`src/slf_defines.svh`:
```
// Register offsets, field layouts and reset values for the linefeed block
`ifndef SLF_DEFINES_SVH
`define SLF_DEFINES_SVH

`define SLF_ADDR_W 8
`define SLF_DATA_W 8
// ---------------------------------------------------------------
// Register offsets
// ---------------------------------------------------------------
`define SLF_OFF_STATE 8'h40
`define SLF_OFF_LOOP_CURRENT_LIMIT 8'h47
`define SLF_OFF_VOC 8'h48
`define SLF_OFF_VCM 8'h49
`define SLF_OFF_ALARM 8'h4A
`define SLF_OFF_LOOPV 8'h4E
`define SLF_OFF_LOOPI 8'h4F
// ---------------------------------------------------------------
// Field widths
// ---------------------------------------------------------------
`define SLF_STATE_W 3
`define SLF_LOOP_CURRENT_LIMIT_W 3
`define SLF_VOC_W 6
`define SLF_VCM_W 6
`define SLF_MEAS_W 7
// ---------------------------------------------------------------
// Alarm register bit positions
// ---------------------------------------------------------------
`define SLF_ALM_FLAG_BIT 0
`define SLF_ALM_AUTO_OPEN_ENABLE_BIT 1
`define SLF_ALM_CAL_BIT 2
// ---------------------------------------------------------------
// Reset values
// ---------------------------------------------------------------
`define SLF_RST_STATE 3'h0
`define SLF_RST_LOOP_CURRENT_LIMIT 3'h0
`define SLF_RST_VOC 6'h20
`define SLF_RST_VCM 6'h02
// Calibration duration, ns
`define SLF_CAL_TIME_NS 1000
`define SLF_CLK_NS 4
`define SLF_CAL_CYC ((`SLF_CAL_TIME_NS + `SLF_CLK_NS - 1) / `SLF_CLK_NS)

`endif

```
`src/slf_pkg.sv`:
```
// Types for the linefeed control block
package slf_pkg;
    typedef enum logic [2:0] {
        SLF_OPEN = 3'h0,
        SLF_FWD_ACT = 3'h1,
        SLF_FWD_OHT = 3'h2,
        SLF_TIP_OPEN = 3'h3,
        SLF_RINGING = 3'h4,
        SLF_REV_ACT = 3'h5,
        SLF_REV_OHT = 3'h6,
        SLF_RING_OPEN = 3'h7
    } slf_line_state_e;

    typedef struct packed {
        logic tip_drive;
        logic ring_drive;
        logic feed_on;
        logic audio_on;
        logic ringing_on;
        logic reverse;
    } slf_drive_s;
endpackage

```
`src/slf_drive_if.sv`:
```
// Drive controls passed from the state decoder to the top
`timescale 1ns/1ps
`default_nettype none
interface slf_drive_if;
    slf_pkg::slf_drive_s drv;
    modport src (output drv);
    modport dst (input drv);
endinterface
`default_nettype wire

```
`src/slf_state_decode.sv`:
```
// Line state code to driver control decoder
`timescale 1ns/1ps
`default_nettype none
module slf_state_decode
(
    input wire logic ref_clk,
    input wire logic rstn,
    input wire logic [2:0] state_code,
    slf_drive_if.src out
);
    slf_pkg::slf_drive_s drv_d;
    slf_pkg::slf_drive_s drv_q;

    // ---------------------------------------------------------------
    // Decode
    // ---------------------------------------------------------------
    always_comb
    begin
        drv_d = '0;
        unique case (slf_pkg::slf_line_state_e'(state_code)) // RULE2
            slf_pkg::SLF_OPEN:
            begin
                drv_d = '0; // RULE3
            end
            slf_pkg::SLF_FWD_ACT, slf_pkg::SLF_REV_ACT:
            begin
                drv_d.tip_drive = 1'b1; // RULE6
                drv_d.ring_drive = 1'b1;
                drv_d.feed_on = 1'b1;
            end
            slf_pkg::SLF_FWD_OHT, slf_pkg::SLF_REV_OHT:
            begin
                drv_d.tip_drive = 1'b1;
                drv_d.ring_drive = 1'b1;
                drv_d.feed_on = 1'b1;
                drv_d.audio_on = 1'b1; // RULE7
            end
            slf_pkg::SLF_TIP_OPEN:
            begin
                drv_d.ring_drive = 1'b1; // RULE8
                drv_d.feed_on = 1'b1;
            end
            slf_pkg::SLF_RING_OPEN:
            begin
                drv_d.tip_drive = 1'b1; // RULE9
                drv_d.feed_on = 1'b1;
            end
            slf_pkg::SLF_RINGING:
            begin
                drv_d.tip_drive = 1'b1;
                drv_d.ring_drive = 1'b1;
                drv_d.ringing_on = 1'b1; // RULE10
            end
        endcase
        drv_d.reverse = (state_code == slf_pkg::SLF_REV_ACT) ||
                        (state_code == slf_pkg::SLF_REV_OHT); // RULE13
    end

    always_ff @(posedge ref_clk)
    begin
        if (!rstn)
            drv_q <= '0;
        else
            drv_q <= drv_d;
    end

    assign out.drv = drv_q;

    chk_open_no_drive: assert property (@(posedge ref_clk) // RULE3
        disable iff (!rstn)
        state_code == slf_pkg::SLF_OPEN
        |=> !drv_q.tip_drive && !drv_q.ring_drive && !drv_q.feed_on)
        else $error("open state still drives");
    chk_tip_open_ring: assert property (@(posedge ref_clk) // RULE8
        disable iff (!rstn)
        state_code == slf_pkg::SLF_TIP_OPEN
        |=> !drv_q.tip_drive && drv_q.ring_drive)
        else $error("tip open drive wrong");
endmodule
`default_nettype wire

```
`src/slf_linefeed_ctrl.sv`:
```
// Linefeed control register bank and state control
//
// Notes on behaviour
// RULE1: Eight line states, code in register 0x40
// RULE2: Three-bit code decodes to eight fixed states
// RULE3: Open state removes all transistor drive
// RULE4: Power alarm can force open state
// RULE5: Alarm sets flag; opens only if enabled
// RULE6: Active states: feed on, audio off
// RULE7: On-hook transmission states power audio paths
// RULE8: Tip open: tip drive off, ring fed
// RULE9: Ring open: ring drive off, tip fed
// RULE10: Ringing state applies ringing waveform
// RULE11: Open-circuit voltage six bits, 1.5 V steps
// RULE12: Current limit three bits, 3 mA steps
// RULE13: Common-mode offset six bits, polarity headroom
// RULE14: Software configures feed before active states
// RULE15: Loop current and voltage readable continuously
// RULE16: Sense circuitry calibrates itself on chip
// RULE17: State readback shows code in force
`timescale 1ns/1ps
`include "slf_defines.svh"
`default_nettype none
module slf_linefeed_ctrl
#(
    parameter int CAL_CYC = `SLF_CAL_CYC
)
(
    input wire logic ref_clk,
    input wire logic rstn,
    input wire logic [7:0] reg_addr,
    input wire logic [7:0] reg_wdata,
    input wire logic reg_wr,
    input wire logic reg_rd,
    output logic [7:0] reg_rdata,
    input wire logic power_alarm_pin,
    input wire logic [6:0] loop_voltage_meas,
    input wire logic [6:0] loop_current_meas,
    input wire logic meas_valid,
    output logic tip_drive_en,
    output logic ring_drive_en,
    output logic feed_on,
    output logic audio_on,
    output logic ringing_on,
    output logic reverse_polarity,
    output logic [2:0] loop_current_limit,
    output logic [5:0] open_circuit_voltage,
    output logic [5:0] common_mode_offset,
    output logic power_alarm_irq,
    output logic cal_active
);
    // ---------------------------------------------------------------
    // Registers
    // ---------------------------------------------------------------
    logic [2:0] line_state_code_q;
    logic [2:0] line_state_code_d;
    logic [2:0] loop_current_limit_q;
    logic [5:0] voc_q;
    logic [5:0] vcm_q;
    logic alarm_flag_q;
    logic alarm_flag_d;
    logic auto_open_enable_q;
    logic [7:0] rdata_q;
    logic [7:0] rdata_d;
    logic [6:0] loopv_q;
    logic [6:0] loopi_q;
    logic alm_s1_q;
    logic alm_s2_q;
    logic alm_s3_q;
    logic vld_s1_q;
    logic vld_s2_q;
    logic [6:0] lv_s1_q;
    logic [6:0] lv_s2_q;
    logic [6:0] li_s1_q;
    logic [6:0] li_s2_q;
    logic [15:0] cal_cnt_q;
    logic cal_busy_q;

    // ---------------------------------------------------------------
    // Decode
    // ---------------------------------------------------------------
    function automatic logic hit(input logic [7:0] a, input logic [7:0] off);
        hit = (a == off);
    endfunction

    wire wr_state = reg_wr && hit(reg_addr, `SLF_OFF_STATE);
    wire wr_loop_current_limit = reg_wr && hit(reg_addr, `SLF_OFF_LOOP_CURRENT_LIMIT);
    wire wr_voc = reg_wr && hit(reg_addr, `SLF_OFF_VOC);
    wire wr_vcm = reg_wr && hit(reg_addr, `SLF_OFF_VCM);
    wire wr_alarm = reg_wr && hit(reg_addr, `SLF_OFF_ALARM);
    wire alarm_evt = alm_s2_q && !alm_s3_q;
    wire force_open = alarm_evt && auto_open_enable_q; // RULE4 RULE5
    wire alarm_clr = wr_alarm && reg_wdata[`SLF_ALM_FLAG_BIT];

    // ---------------------------------------------------------------
    // Next state
    // ---------------------------------------------------------------
    always_comb
    begin
        line_state_code_d = line_state_code_q;
        if (wr_state)
            line_state_code_d = reg_wdata[`SLF_STATE_W-1:0]; // RULE1
        if (force_open)
            line_state_code_d = slf_pkg::SLF_OPEN; // RULE4
    end

    // Set wins over clear
    assign alarm_flag_d = alarm_evt ? 1'b1 :
        (alarm_clr ? 1'b0 : alarm_flag_q); // RULE5

    always_comb
    begin
        rdata_d = 8'h00;
        if (reg_rd)
        begin
            unique case (reg_addr)
                `SLF_OFF_STATE: rdata_d = {5'h00, line_state_code_q}; // RULE17
                `SLF_OFF_LOOP_CURRENT_LIMIT: rdata_d = {5'h00, loop_current_limit_q};
                `SLF_OFF_VOC: rdata_d = {2'h0, voc_q};
                `SLF_OFF_VCM: rdata_d = {2'h0, vcm_q};
                `SLF_OFF_ALARM: rdata_d = {5'h00, cal_busy_q,
                    auto_open_enable_q, alarm_flag_q};
                `SLF_OFF_LOOPV: rdata_d = {1'b0, loopv_q}; // RULE15
                `SLF_OFF_LOOPI: rdata_d = {1'b0, loopi_q}; // RULE15
                default: rdata_d = 8'h00;
            endcase
        end
    end

    // ---------------------------------------------------------------
    // Storage
    // ---------------------------------------------------------------
    always_ff @(posedge ref_clk)
    begin
        if (!rstn)
        begin
            line_state_code_q <= `SLF_RST_STATE;
            loop_current_limit_q <= `SLF_RST_LOOP_CURRENT_LIMIT;
            voc_q <= `SLF_RST_VOC;
            vcm_q <= `SLF_RST_VCM;
            alarm_flag_q <= 1'b0;
            auto_open_enable_q <= 1'b0;
            rdata_q <= 8'h00;
        end
        else
        begin
            line_state_code_q <= line_state_code_d;
            alarm_flag_q <= alarm_flag_d;
            rdata_q <= rdata_d;
            if (wr_loop_current_limit)
                loop_current_limit_q <= reg_wdata[`SLF_LOOP_CURRENT_LIMIT_W-1:0]; // RULE12
            if (wr_voc)
                voc_q <= reg_wdata[`SLF_VOC_W-1:0]; // RULE11
            if (wr_vcm)
                vcm_q <= reg_wdata[`SLF_VCM_W-1:0]; // RULE13
            if (wr_alarm)
                auto_open_enable_q <= reg_wdata[`SLF_ALM_AUTO_OPEN_ENABLE_BIT];
        end
    end

    // ---------------------------------------------------------------
    // Pin synchronisers and measurement capture
    // ---------------------------------------------------------------
    always_ff @(posedge ref_clk)
    begin
        if (!rstn)
        begin
            alm_s1_q <= 1'b0;
            alm_s2_q <= 1'b0;
            alm_s3_q <= 1'b0;
            vld_s1_q <= 1'b0;
            vld_s2_q <= 1'b0;
            lv_s1_q <= 7'h00;
            lv_s2_q <= 7'h00;
            li_s1_q <= 7'h00;
            li_s2_q <= 7'h00;
        end
        else
        begin
            alm_s1_q <= power_alarm_pin;
            alm_s2_q <= alm_s1_q;
            alm_s3_q <= alm_s2_q;
            vld_s1_q <= meas_valid;
            vld_s2_q <= vld_s1_q;
            lv_s1_q <= loop_voltage_meas;
            lv_s2_q <= lv_s1_q;
            li_s1_q <= loop_current_meas;
            li_s2_q <= li_s1_q;
        end
    end

    always_ff @(posedge ref_clk)
    begin
        if (!rstn)
        begin
            loopv_q <= 7'h00;
            loopi_q <= 7'h00;
        end
        else if (vld_s2_q && !cal_busy_q)
        begin
            loopv_q <= lv_s2_q; // RULE15
            loopi_q <= li_s2_q;
        end
    end

    // ---------------------------------------------------------------
    // Calibration after reset and on request from the alarm register
    // ---------------------------------------------------------------
    always_ff @(posedge ref_clk)
    begin
        if (!rstn)
        begin
            cal_cnt_q <= 16'h0000;
            cal_busy_q <= 1'b1;
        end
        else if (cal_busy_q)
        begin
            if (cal_cnt_q == 16'(CAL_CYC - 1))
                cal_busy_q <= 1'b0; // RULE16
            cal_cnt_q <= cal_cnt_q + 16'h0001;
        end
        else if (wr_alarm && reg_wdata[`SLF_ALM_CAL_BIT])
        begin
            cal_cnt_q <= 16'h0000;
            cal_busy_q <= 1'b1; // RULE16
        end
    end

    // ---------------------------------------------------------------
    // State decode and outputs
    // ---------------------------------------------------------------
    slf_drive_if drv_bus();

    slf_state_decode i_slf_state_decode
    (
        .ref_clk(ref_clk),
        .rstn(rstn),
        .state_code(line_state_code_q),
        .out(drv_bus)
    );

    assign tip_drive_en = drv_bus.drv.tip_drive;
    assign ring_drive_en = drv_bus.drv.ring_drive;
    assign feed_on = drv_bus.drv.feed_on;
    assign audio_on = drv_bus.drv.audio_on;
    assign ringing_on = drv_bus.drv.ringing_on;
    assign reverse_polarity = drv_bus.drv.reverse;
    assign loop_current_limit = loop_current_limit_q;
    assign open_circuit_voltage = voc_q;
    assign common_mode_offset = vcm_q;
    assign power_alarm_irq = alarm_flag_q;
    assign cal_active = cal_busy_q;
    assign reg_rdata = rdata_q;

    // ---------------------------------------------------------------
    // Checks
    // ---------------------------------------------------------------
    chk_state_write: assert property (@(posedge ref_clk) // RULE1
        disable iff (!rstn)
        wr_state && !force_open
        |=> line_state_code_q == $past(reg_wdata[`SLF_STATE_W-1:0]))
        else $error("state write lost");
    chk_auto_open: assert property (@(posedge ref_clk) // RULE4
        disable iff (!rstn)
        force_open |=> line_state_code_q == slf_pkg::SLF_OPEN
        ##2 !tip_drive_en && !ring_drive_en)
        else $error("alarm did not open line");
    chk_alarm_flag: assert property (@(posedge ref_clk) // RULE5
        disable iff (!rstn)
        alarm_evt |=> alarm_flag_q)
        else $error("alarm flag not set");
    chk_alarm_clear: assert property (@(posedge ref_clk) // RULE5
        disable iff (!rstn)
        alarm_clr && !alarm_evt |=> !alarm_flag_q)
        else $error("alarm flag not cleared");
    chk_no_auto_open: assert property (@(posedge ref_clk) // RULE5
        disable iff (!rstn)
        alarm_evt && !auto_open_enable_q && !wr_state
        |=> $stable(line_state_code_q))
        else $error("line opened while disabled");
    chk_active_audio: assert property (@(posedge ref_clk) // RULE6
        disable iff (!rstn)
        line_state_code_q == slf_pkg::SLF_FWD_ACT
        && $stable(line_state_code_q)
        |=> feed_on && !audio_on && !reverse_polarity)
        else $error("active state drive wrong");
    chk_rev_polarity: assert property (@(posedge ref_clk) // RULE13
        disable iff (!rstn)
        line_state_code_q == slf_pkg::SLF_REV_ACT
        && $stable(line_state_code_q)
        |=> feed_on && !audio_on && reverse_polarity)
        else $error("reverse active drive wrong");
    chk_fwd_oht: assert property (@(posedge ref_clk) // RULE7
        disable iff (!rstn)
        line_state_code_q == slf_pkg::SLF_FWD_OHT
        && $stable(line_state_code_q)
        |=> audio_on && feed_on && !reverse_polarity)
        else $error("forward transmission audio off");
    chk_oht_audio: assert property (@(posedge ref_clk) // RULE7
        disable iff (!rstn)
        line_state_code_q == slf_pkg::SLF_REV_OHT
        && $stable(line_state_code_q)
        |=> audio_on && reverse_polarity)
        else $error("on-hook transmission audio off");
    chk_ring_open: assert property (@(posedge ref_clk) // RULE9
        disable iff (!rstn)
        line_state_code_q == slf_pkg::SLF_RING_OPEN
        && $stable(line_state_code_q)
        |=> tip_drive_en && !ring_drive_en)
        else $error("ring open drive wrong");
    chk_ringing_out: assert property (@(posedge ref_clk) // RULE10
        disable iff (!rstn)
        line_state_code_q == slf_pkg::SLF_RINGING
        && $stable(line_state_code_q)
        |=> ringing_on)
        else $error("ringing not applied");
    chk_voc_write: assert property (@(posedge ref_clk) // RULE11
        disable iff (!rstn)
        wr_voc
        |=> open_circuit_voltage == $past(reg_wdata[`SLF_VOC_W-1:0]))
        else $error("voltage setting lost");
    chk_loop_current_limit_write: assert property (@(posedge ref_clk) // RULE12
        disable iff (!rstn)
        wr_loop_current_limit
        |=> loop_current_limit == $past(reg_wdata[`SLF_LOOP_CURRENT_LIMIT_W-1:0]))
        else $error("current limit lost");
    chk_vcm_write: assert property (@(posedge ref_clk) // RULE13
        disable iff (!rstn)
        wr_vcm
        |=> common_mode_offset == $past(reg_wdata[`SLF_VCM_W-1:0]))
        else $error("offset setting lost");
    chk_meas_capture: assert property (@(posedge ref_clk) // RULE15
        disable iff (!rstn)
        vld_s2_q && !cal_busy_q
        |=> loopv_q == $past(lv_s2_q)
        && loopi_q == $past(li_s2_q))
        else $error("measurement not captured");
    chk_meas_hold: assert property (@(posedge ref_clk) // RULE16
        disable iff (!rstn)
        cal_busy_q |=> $stable(loopv_q) && $stable(loopi_q))
        else $error("measurement changed in calibration");
    chk_state_read: assert property (@(posedge ref_clk) // RULE17
        disable iff (!rstn)
        reg_rd && reg_addr == `SLF_OFF_STATE
        |=> reg_rdata == {5'h00, $past(line_state_code_q)})
        else $error("state readback wrong");

    cov_auto_open: cover property (@(posedge ref_clk) disable iff (!rstn)
        force_open);
    cov_alarm_kept: cover property (@(posedge ref_clk) disable iff (!rstn)
        alarm_evt && !auto_open_enable_q);
    cov_ringing: cover property (@(posedge ref_clk) disable iff (!rstn)
        ringing_on);
    cov_reverse_audio: cover property (@(posedge ref_clk) disable iff (!rstn)
        reverse_polarity && audio_on);
    cov_cal_done: cover property (@(posedge ref_clk) disable iff (!rstn)
        $fell(cal_busy_q));
endmodule
`default_nettype wire

```
`config.mk`:
```
export PLATFORM = sky130hd
export DESIGN_NAME = slf_linefeed_ctrl
export DESIGN_NICKNAME = d
export VERILOG_FILES = /design/src/slf_pkg.sv /design/src/slf_drive_if.sv /design/src/slf_state_decode.sv /design/src/slf_linefeed_ctrl.sv
export VERILOG_INCLUDE_DIRS = /design/src
export SDC_FILE = /design/constraint.sdc
export NUM_CORES = 1
export LEC_CHECK = 0
export BUFFER_PORTS_ARGS = -buffer_cell sky130_fd_sc_hd__buf_2
export CAP_MARGIN = 20
export CORE_MARGIN = 2
export CORE_UTILIZATION = 28
export CTS_CLUSTER_DIAMETER = 150
export DETAILED_ROUTE_END_ITERATION = 8
export GPL_TIMING_DRIVEN = 0
export PLACE_DENSITY = 0.52
export SYNTH_ARGS = -nofsm -noshare
export SYNTH_HDL_FRONTEND = slang
export SYNTH_SLANG_ARGS = --single-unit
```
`constraint.sdc`:
```
create_clock -name ref_clk -period 1.9 [get_ports ref_clk]
set_input_delay 0.38 -clock ref_clk [delete_from_list [all_inputs] [get_ports ref_clk]]
set_output_delay 0.38 -clock ref_clk [all_outputs]
set_load 0.1 [all_outputs]
```
=== Word level (Yosys, flattened, before mapping) ===
Index checks and enable logic that the tools add are counted.

* Register bits: 98
* Bits of input ports: 36
* Output and inout bits: 31
* Logic and storage cells: 77

* Add/subtract/negate cells: 1
* Equality and inequality tests: 15
* Mux-type cells: 13
* Bitwise logic cells: 1
* Reductions and logical operators: 21

{| class="wikitable"
|+ Operators by type and width
! kind !! number
|-
| equality test 8 x 7 -> 1 bit, second input constant || 7
|-
| one-hot mux 7 bit (7 select lines) || 1
|-
| two-way mux 16 bit || 2
|-
| OR reduction 6 bit || 3
|-
| adder 16 x 1 -> 16 bit, second input constant || 1
|-
| equality test 16 x 8 -> 1 bit, second input constant || 1
|-
| equality test 3 bit, second input constant || 4
|-
| logical AND 1 bit || 10
|-
| two-way mux 1 bit || 10
|-
| equality test 3 x 2 -> 1 bit, second input constant || 2
|-
| nonzero test 2 bit || 2
|-
| OR reduction 2 bit || 2
|-
| equality test 3 x 1 -> 1 bit, second input constant || 1
|-
| logical NOT 1 bit || 2
|-
| AND reduction 2 bit || 1
|-
| logical OR 1 bit || 1
|-
| NOT 1 bit || 1
|}

=== Depth between registers and ports, before layout ===
Gate-level depths: netlist of run 1.

* Depth in word-level cells: 5
* Mapped depth: 6
* Depth with buffers taken out: 5

=== Hierarchy ===
Synthesis of run 1 repeated with hierarchy kept, for this count alone.

* Cell total of the unflattened synthesis: 397
* Area total of the unflattened synthesis: 3,692.3 um^2

{| class="wikitable"
|+ By module, submodules not included
! module !! times used !! cells an instance !! area an instance (um^2) !! sequential area each (um^2)
|-
| slf_linefeed_ctrl || 1 || 379 || 3,507.1 || 1,821.7
|-
| slf_state_decode || 1 || 18 || 185.2 || 120.1
|}

=== Worst setup path after synthesis of run 1 ===
Ideal clock, no wire load.

* Path type: register -> register
* Start point: reg cal_busy_q (netlist: cal_active)
* End point: reg cal_cnt_q[15]
* Setup time: 0.074 ns
* Arrival time: 2.113 ns
* Data required time: 1.826 ns
* Slack: -0.288 ns
* Stages on the path, launching flop included: 6
* Buffers on the path: 1
* Period minus slack after synthesis: 2.188 ns
* Cells stage by stage: dfxtp_1 > clkbuf_1 > and3_1 > nand3_1 > or3_1 > o21ai_0

* Word-level cells in the longest chain between the ends: 1
* Elaborated cells between the ends (all ways): 2
* Those cells by class: mux: 1; reduce/logical: 1

{| class="wikitable"
|+ Ends and longest elaborated chain
! element !! RTL line !! source
|-
| start: declaration || slf_linefeed_ctrl.sv:77 || <nowiki>logic cal_busy_q;</nowiki>
|-
| start signal: assignment || slf_linefeed_ctrl.sv:214 || <nowiki>cal_busy_q <= 1'b1;</nowiki>
|-
| start signal: assignment || slf_linefeed_ctrl.sv:219 || <nowiki>cal_busy_q <= 1'b0;</nowiki>
|-
| start signal: assignment || slf_linefeed_ctrl.sv:225 || <nowiki>cal_busy_q <= 1'b1;</nowiki>
|-
| two-way mux 16 bit or nonzero test 2 bit (tied branches) || n/a ||
|-
| end signal: assignment || slf_linefeed_ctrl.sv:220 || <nowiki>cal_cnt_q <= cal_cnt_q + 16'h0001;</nowiki>
|-
| end: declaration || slf_linefeed_ctrl.sv:76 || <nowiki>logic [15:0] cal_cnt_q;</nowiki>
|}

Several ways; a longest one is shown, not always the timed one.
A chain may end at the register's enable or synchronous reset.

=== Worst setup path after layout of run 1 ===
* Start point: reg cal_cnt_q[0]
* End point: reg cal_cnt_q[14]

* Word-level cells in the longest chain between the ends: 2

{| class="wikitable"
|+ Ends and longest elaborated chain
! element !! RTL line !! source
|-
| adder 16 x 1 -> 16 bit || slf_linefeed_ctrl.sv:220 ||
|-
| two-way mux 16 bit || slf_linefeed_ctrl.sv:216 || <nowiki>else if (cal_busy_q)</nowiki>
|}

Every way passes these cells.

==> results of run 1 <==
## power by group
part / internal (mW) / total (mW) / switching, mW
clock: 1.06 / 1.90 / 0.834
combinational: 0.0812 / 0.217 / 0.136
sequential: 2.07 / 2.09 / 0.0154
total: 3.21 / 4.20 / 0.985
## stage by stage
stage	total power [mW]	TNS [ns]	cells	setup WS (ns)	hold WS, ns
2_1_floorplan	2.26	0	384	0.0207	0.412
3_3_place_gp	2.35	-5.55	618	-0.333	0.420
3_5_place_dp	2.35	-6.34	618	-0.355	0.421
4_1_cts	4.26	0	634	0.0125	0.225
5_1_grt	4.38	0	637	0.0556	0.232
6_report	4.20	0	637	0.200	0.240
## layout by cell type (no fill, tap or decap), drive strengths merged, types with 10 or more instances in the layout
cell type   n
dfxtp      97
a21oi      20
nand3      10
mux2i      20
a221oi     10
buf        70
nand2      43
clkbuf     26
and2       34
inv        10
nor2       29
## layer usage
metal | vias to the layer above | share of wire | wire length (um) | GRT usage
met5 | - | 0 | 0 | 0
met4 | 0 | 0.025 | 218 | 0.0588
met3 | 16 | 0.055 | 484 | 0.0314
met2 | 78 | 0.44 | 3900 | 0.197
met1 | 1360 | 0.48 | 4200 | 0.165
li1 | 1508 | - | - | -
## registers in the layout (all words and copies together), names as in the netlist
name and cells:
cal_cnt_q 16, li_s1_q 7, li_s2_q 7, loopi_q 7, loopv_q 7, lv_s1_q 7, lv_s2_q 7, reg_rdata 7
common_mode_offset 6, i_slf_state_decode.out.drv 6, open_circuit_voltage 6, line_state_code_q 3, loop_current_limit 3, alm_s1_q 1, alm_s2_q 1, alm_s3_q 1
auto_open_enable_q 1, cal_active 1, power_alarm_irq 1, vld_s1_q 1, vld_s2_q 1
## worst paths after layout
path / from / end / slack, ns / cells past startpoint
worst max-delay path: cal_cnt_q[0] / cal_cnt_q[14] / 0.20 / 5
worst min-delay path: loop_current_meas[3] / li_s1_q[3] / 0.24 / 2
worst max register to register: cal_cnt_q[0] / cal_cnt_q[14] / 0.20 / 5
worst min register to register: lv_s2_q[4] / loopv_q[4] / 0.43 / 2
## cell families (layout without fill, tap and decap cells)
kind of cell / Yosys count / count (layout) / synth area share
simple gates: 169 / 169 / 0.253
flops: 97 / 97 / 0.526
compound gates: 62 / 62 / 0.115
buf+inv: 28 / 109 / 0.0305
mux: 22 / 22 / 0.0604
xor+xnor: 3 / 3 / 0.00712
fa+ha+maj: 2 / 2 / 0.00678
other cells: 1 / 1 / 0.00102
## critical path: stages, from the launching register on
cell	delay, ns
dfxtp_1	0.39
ha_1	0.19
and4_1	0.27
nand2_1	0.19
or4_1	0.50
o21ai_0	0.08
## what timing repair did
action                                  in CTS  in global routing
setup buffers                                0                  3
gates resized for setup                      0                  2
endpoints found under the setup margin       0                 10
hold endpoints to repair                     0                  0
## area by class of cell
class / instances / share of cell area
Clock inverter: 7 / 0.0209
Sequential cell: 97 / 0.426
Clock buffer: 9 / 0.0494
Timing Repair Buffer: 65 / 0.0730
Tap cell: 172 / 0.0472
Buffer: 22 / 0.0200
Multi-Input combinational cell: 259 / 0.359
Inverter: 6 / 0.00494
==> metrics, run 1 <==
TritonRoute pass-1 iters 4; top cells by area, synth dfxtp_1 53%, and2_1 5.8%, mux2i_1 5.4%; largest net degree at the start of global routing 20; I/O Buffers 62; CTS tree yes; Post-synth EDFFs 0; PwrDens 921 nW/um^2; Clock Tree Root clkbuf_16; Seq/Total Area, Yosys 0.526; max frequency 588 MHz; synth cell count leaders 97 x dfxtp_1, 43 x nand2_1, 34 x and2_1, 29 x nor2_1; Die ar. 14100 sq um; Total GRT Usage 0.127; TritonCTS Buffers 9; area of placed instances 4220 sq um; Rel. slew slack 0.561; Clock Skew roughly 0.007 ns; crit-path max FO 8; drt wl/cell about 14 um; final max-slew violation count 0; hold buffer count at CTS 0; initial core utilization 0.290; VDD IR max 0.535 mV; Final Cell Area 4560 sq um; RSZ-0062 raised after global routing false; total wire length 8.80 mm; Crit Path Class reg2reg; post-synthesis cell type count 56; Antenna diodes 0; Final Hold Fails 0; register area slightly below 2000 sq um; first-pass GRT wire length 14.2 mm; DR iter-0 viols 130; via count slightly below 3000; worst endpoint data arrival time 1.96 ns; DRC 0; startpoint types flop; Util after Layout 0.358; Fillers 1363; top-area cell type share of the netlist area 0.526; Syn Inst Count 384; footprint of the multi-input gates 1640 sq um; DP Wirelength 6.52 mm; Post-synth ARST share 0; final net count 498; Yosys reg bits 97; CORE AREA 12700 sq um; Clk pin slew, worst setup/hold paths ~0.070 ns; Max clock buf depth 2; Yosys top cell by area dfxtp_1; syn nets 422; max-cap viol count 0; Worst Setup End Kind flop; GP Congestion 0.878; initial antenna violation count 0; Main synth FF type dfxtp_1; GRT overflow 0; fin crit period 1.70 ns; Min-Delay Path Class in2reg; WP data required 2.17 ns; # rows 41; latest clock arrival within the worst-skew pair 0.34 ns; Syn Area/Cell between 9 and 10 sq um; static leakage between 1.5 and 2 nW; YS warnings 0; Avg Vias per Cell 4.65; setup violators final 0; Cell Area, Synth 3690 sq um; number of global-route vias before repair ~2800; Slew @ Worst Pin 0.649 ns; Ports 67; share of layout cells above drive strength 1 0.211; Antenna Nets Post-Route 0; Clock Sinks just under 100; status finished, final reports clean; most frequent cell after synthesis dfxtp_1; die width ~120 um; area grow syn2layout 23.6%; H-tree levels 3; final period utilization 0.894; Die H 119 um
No activity file was read; power rests on OpenSTA's default activity.
==> inputs of run 2 (changes only) <==
Settings changed: ABC_CLOCK_PERIOD_IN_PS set to 1900, MAX_ROUTING_LAYER set to met4.
==> run 2 against run 1 <==
Net effect: clock power about the same; final area down 0.16%; count of clock-buffer cells in the layout unchanged; maximum frequency down 0.15%; largest cell class unchanged.
==> metrics, run 2 (synthesis results as in run 1) <==
Max clock buf depth 2 (unchanged); NetSw 986 uW (+0.10%); largest net degree at the start of global routing 20 (unchanged); sequential fraction of design power 0.497 (about the same); CORE AREA 12700 sq um (unchanged); R2R Setup Slk 0.20 ns (about the same); number of global-route vias before repair 2817 (+0.071%); final net count 497 (-0.20%); Fillers 1363 (unchanged); share of layout cells above drive strength 1 0.209 (-0.00170); register area 1940 sq um (unchanged); R2R Path End cal_cnt_q[14]; GRT overflow 0 (unchanged); Cell Int Power 3.21 mW (about the same); Comb pwr share 0.052 (about the same); CP Launch Point cal_cnt_q[0]; Clock Skew 0.00720 ns (+0.00000807 ns); CTS tree yes; Antenna diodes 0 (unchanged); Clk pin slew, worst setup/hold paths 0.07 ns (about the same); hold buffer count at CTS 0 (unchanged); die width 119 um (unchanged); Total GRT Usage 0.130 (+0.00371); startpoint types flop; Die H 119 um (unchanged); latest clock arrival within the worst-skew pair 0.34 ns (about the same); initial core utilization 0.290 (unchanged); area of placed instances 4220 sq um (unchanged); worst r2r path cells 5 (unchanged); R2R Path Start cal_cnt_q[0]; H-tree levels 3 (unchanged); TritonRoute pass-1 iters 4 (unchanged); final max-slew violation count 0 (unchanged); worst setup path endpoint cal_cnt_q[14]; area grow syn2layout 23.4%; via count 2955 (-0.24%); DRC 0 (unchanged); setup TNS 0 ns (unchanged); PwrDens 923 nW/um^2 (+0.19%); drt wl/cell 13.9 um (+0.25%); # rows 41 (unchanged); Die ar. 14100 sq um (unchanged); initial antenna violation count 0 (unchanged); worst endpoint data arrival time 1.97 ns (about the same); Rel. slew slack 0.560 (about the same); crit-path max FO 8 (unchanged); WP data required 2.17 ns (about the same); Worst Setup End Kind flop; fin crit period 1.70 ns (+0.00252 ns); Min-Delay Path Class in2reg; total wire length 8.81 mm (about the same); max frequency 588 MHz (-0.15%); Slew @ Worst Pin 0.649 ns (+0.000712 ns); Final Hold Fails 0 (unchanged); Avg Vias per Cell 4.65 (about the same); static leakage 1.79 nW (-0.23%); max-cap viol count 0 (unchanged); max reg flops 16 (unchanged); clock power share 0.451 (about the same); RSZ-0062 raised after global routing false; first-pass GRT wire length 14.2 mm (unchanged); commonest non-fill, non-tap cell in the layout dfxtp_1; final period utilization 0.896 (+0.00132); status finished, final reports clean; Final Cell Area 4550 sq um (-0.16%); VDD IR max 0.535 mV (about the same); switching part of the total 0.235 (about the same); Ports 67 (unchanged); Crit Path Class reg2reg; hold path cells 2 (unchanged); DP Wirelength 6.52 mm (unchanged); Antenna Nets Post-Route 0 (unchanged); I/O Buffers 62 (unchanged); TritonCTS Buffers 9 (unchanged); Clock Sinks 97 (unchanged); setup violators final 0 (unchanged); DR iter-0 viols 139 (+6.9%); most frequent cells in the layout 96 x dfxtp_1, 65 x buf_2, 43 x nand2_1, 34 x and2_1, 29 x nor2_1; Biggest register cal_cnt_q; Util after Layout 0.358 (-0.000591); GP Congestion 0.892 (+1.7%); Clock Tree Root clkbuf_16; footprint of the multi-input gates 1640 sq um (unchanged)
-- run 2: cell types whose count changed in the layout (fill, tap and decap cells not counted), sizes merged --
cell	before	now
buf	70	69
-- run 2: layer usage --
metal | global-route usage | wire length [um] | part of all wire
met5 | - | 0 | 0
met4 | 0.0588 | 216 | 0.025
met3 | 0.0280 | 384 | 0.044
met2 | 0.196 | 3890 | 0.44
met1 | 0.167 | 4320 | 0.49
-- run 2: worst min path at each step --
| stage | from | to | slack (ns) |
|---|---|---|---|
| after CTS | loop_current_meas[3] | li_s1_q[3] | 0.23 |
| final | loop_current_meas[3] | li_s1_q[3] | 0.24 |
| after floorplan | alm_s1_q | alm_s2_q | 0.41 |
| after detailed placement | li_s1_q[1] | li_s2_q[1] | 0.42 |
| after global placement | lv_s1_q[6] | lv_s2_q[6] | 0.42 |
| after global routing | loop_current_meas[3] | li_s1_q[3] | 0.23 |
-- run 2: cell type report --
| cell class | count | area share |
|---|---|---|
| plain buffers | 22 | 0.0201 |
| repair buffers | 64 | 0.0714 |
| multi-input cells | 259 | 0.359 |
| clock inverters | 7 | 0.0209 |
| flip-flops and latches | 97 | 0.427 |
| well taps | 172 | 0.0473 |
| inverters | 6 | 0.00495 |
| clock buffers | 9 | 0.0495 |
-- run 2: stage by stage --
stage / std cells / hold slack (ns) / setup WS, ns / power [mW]
floorplan: 384 / 0.412 / 0.0207 / 2.26
global placement: 618 / 0.420 / -0.333 / 2.35
detailed placement: 618 / 0.421 / -0.355 / 2.35
CTS: 634 / 0.225 / 0.0125 / 4.26
global route: 636 / 0.232 / 0.0554 / 4.38
finish: 636 / 0.239 / 0.198 / 4.20
-- run 2: power by group through the flow --
stage | Combinational, mW | Clock (mW) | Sequential [mW]
finish | 0.217 | 1.90 | 2.09
global route | 0.242 | 2.05 | 2.09
CTS | 0.220 | 1.96 | 2.09
detailed placement | 0.218 | 0 | 2.13
global placement | 0.217 | 0 | 2.13
floorplan | 0.122 | 0 | 2.14
-- run 2: critical path: stages, from the launching register on --
cell and delay (ns):
dfxtp_1 0.39, ha_1 0.19, and4_1 0.27, nand2_1 0.19, or4_1 0.50, o21ai_0 0.08
-- run 2: what timing repair did --
action,CTS,global route
buffers inserted,0,2
gates resized for setup,0,2
endpoints found under the hold margin,0,0
setup endpoints to repair,0,10
==> inputs of run 3 (changes only) <==
Settings changed: ABC_CLOCK_PERIOD_IN_PS 1900 to 1800, CORE_UTILIZATION 28 to 35, PLACE_DENSITY 0.52 to 0.6.
Clock period 1.9 ns to 1.8 ns, I/O delays scaled along.
==> run 3 against run 2 <==
Net effect: final cell count fell by 5.8%; critical endpoint is now open_circuit_voltage[5]; setup slack got worse by 0.094 ns; count of clock-buffer cells in the layout did not move; final area fell by 3.4%; first-iteration DRC count rose by 18%; utilization rose by 7.0 points; clock power fell by 22%; largest cell class unchanged; total power fell by 6.9%; via count rose by 0.95%; clock skew barely moved; global-route usage rose by 2.8 points; critical path type is now in2reg; die area fell by 19%; highest routed layer unchanged.
==> metrics, run 3 (synthesis results as in run 1) <==
PwrDens 890 nW/um^2 (-3.5%); DR iter-0 viols 164 (+18%); DRC 0 (unchanged); final net count 496 (-0.20%); largest stage delay on the critical path 0.53 ns (+0.03 ns); DP Wirelength 6.10 mm (-6.4%); TritonRoute pass-1 iters 4 (unchanged); max reg flops 16 (unchanged); NetSw 971 uW (-1.5%); share of layout cells above drive strength 1 0.212 (+0.00261); initial core utilization 0.359 (+0.0690); VDD IR max 0.374 mV (-30%); Antenna diodes 0 (unchanged); Slew @ Worst Pin 0.639 ns (-0.0109 ns); # rows 37 (-9.8%); status finished, final reports clean; Most Frequent Cell on Critical Path buf_2; worst endpoint data arrival time 1.94 ns (-0.03 ns); largest net degree at the start of global routing 19 (-5.0%); Total GRT Usage 0.159 (+0.0282); setup violators final 0 (unchanged); switching part of the total 0.248 (+0.0135); drt wl/cell 13.9 um (+0.39%); Worst Setup End Kind flop; WP data required 2.05 ns (-0.12 ns); number of global-route vias before repair 2754 (-2.2%); fin crit period 1.70 ns; Cell Int Power 2.94 mW (-8.5%); hold buffer count at CTS 0 (unchanged); critical path, cell by cell buf_2 > or4b_1 > buf_2 > nor3_4 > mux2i_1 > nand2_1; first-pass GRT wire length 13.7 mm (-3.0%); Max clock buf depth 2 (unchanged); via count 2983 (+0.95%); Rel. slew slack 0.568 (+0.00737); latest clock arrival within the worst-skew pair 0.38 ns (+0.04 ns); GP Congestion 0.906 (+1.5%); initial antenna violation count 0 (unchanged); TritonCTS Buffers 9 (unchanged); die width 107 um (-10%); max frequency 590 MHz; Die H 107 um (-10%); final max-slew violation count 0 (unchanged); GRT overflow 0 (unchanged); area of placed instances 4170 sq um (-1.0%); Crit-path slowest cell or4b_1; crit-path max FO 6 (-2); Clk pin slew, worst setup/hold paths 0.10 ns (+0.03 ns); sequential fraction of design power 0.562 (+0.065); Comb pwr share 0.059 (+0.007); total wire length 8.33 mm (-5.4%); startpoint types primary input; worst path bufs/invs 2 (+2); Final Cell Area 4400 sq um (-3.4%); Avg Vias per Cell 4.98 (+7.2%); CORE AREA 10300 sq um (-19%); static leakage 1.73 nW (-3.3%); final period utilization 0.942; Antenna Nets Post-Route 0 (unchanged); Crit Path Class in2reg; area grow syn2layout 19.2%; I/O Buffers 62 (unchanged); max-cap viol count 0 (unchanged); Min-Delay Path Class in2reg; clock power share 0.379 (-0.072); RSZ-0062 raised after global routing false; Die ar. 11400 sq um (-19%); Clock Skew 0.00686 ns (-0.000347 ns); H-tree levels 3 (unchanged); Clock Sinks 97 (unchanged); commonest non-fill, non-tap cell in the layout dfxtp_1; CTS tree yes; Final Hold Fails 0 (unchanged); most frequent cells in the layout 96 x dfxtp_1, 65 x buf_2, 41 x nand2_1, 34 x and2_1, 29 x nor2_1; hold_ws 0.177 ns (-0.0626 ns); setup TNS 0 ns (unchanged); Biggest register cal_cnt_q; Ports 67 (unchanged); Clock Tree Root clkbuf_8; kind of cell adding the most delay to the critical path simple AND/OR/NAND/NOR gates
==> run 3: changes by cell type in the layout (fill, tap and decap cells not counted) <==
| cell | change |
|---|---|
| clkbuf_16 | -9 |
| clkbuf_8 | +9 |
| clkinvlp_4 | +2 |
| nand2_1 | -2 |
| nand2_2 | +2 |
| buf_4 | -1 |
| clkinv_4 | -1 |
| clkinv_8 | -1 |
| dfxtp_2 | -1 |
| dfxtp_4 | +1 |
==> run 3: metal layers <==
layer  global-route usage  wire, um  part of all wire  up-vias
met5                    -         0                 0        -
met4               0.0603       184             0.022        0
met3               0.0383       384             0.046       15
met2                0.234      3620              0.43       73
met1                0.211      4140              0.50     1393
li1                     -         -                 -     1502
==> run 3: power groups by stage <==
stage | Clock [mW] | Sequential (mW) | Combinational (mW)
2_1_floorplan | 0 | 2.26 | 0.128
3_3_place_gp | 0 | 2.25 | 0.226
3_5_place_dp | 0 | 2.25 | 0.231
4_1_cts | 1.52 | 2.20 | 0.232
5_1_grt | 1.61 | 2.21 | 0.255
6_report | 1.48 | 2.20 | 0.231
==> run 3: what timing repair did <==
| item | in CTS | in global routing |
|---|---|---|
| setup buffers | 0 | 1 |
| resized for setup | 2 | 1 |
| pin swaps | 0 | 1 |
| setup endpoints to repair | 9 | 10 |
==> run 3: path summary, 6_finish.rpt <==
check | from | endpoint | slack, ns | cells after the start
setup / recovery | reg_addr[5] | open_circuit_voltage[5] | 0.10 | 6
hold / removal | loop_current_meas[1] | li_s1_q[1] | 0.18 | 2
setup reg to reg | cal_cnt_q[0] | cal_cnt_q[14] | 0.13 | 5
hold reg to reg | lv_s2_q[3] | loopv_q[3] | 0.44 | 2
==> run 3: cell type report <==
type | count | area, sq um
Inverter | 6 | 22.5
Clock inverter | 7 | 85.1
Clock buffer | 9 | 124
Sequential cell | 97 | 1950
Timing Repair Buffer | 63 | 318
Fill cell | 1028 | 5880
Tap cell | 136 | 170
Multi-Input combinational cell | 259 | 1640
Buffer | 22 | 91.3
==> run 3: metrics by stage <==
step                      instances   util  setup WS, ns  power (mW)
after CTS                       598  0.427        0.0575        3.95
after floorplan                 384      -        0.0175        2.39
after global placement          582  0.406        -0.347        2.48
after detailed placement        582  0.406        -0.385        2.48
after global routing            599  0.428        0.0178        4.07
final                           599  0.428         0.104        3.91
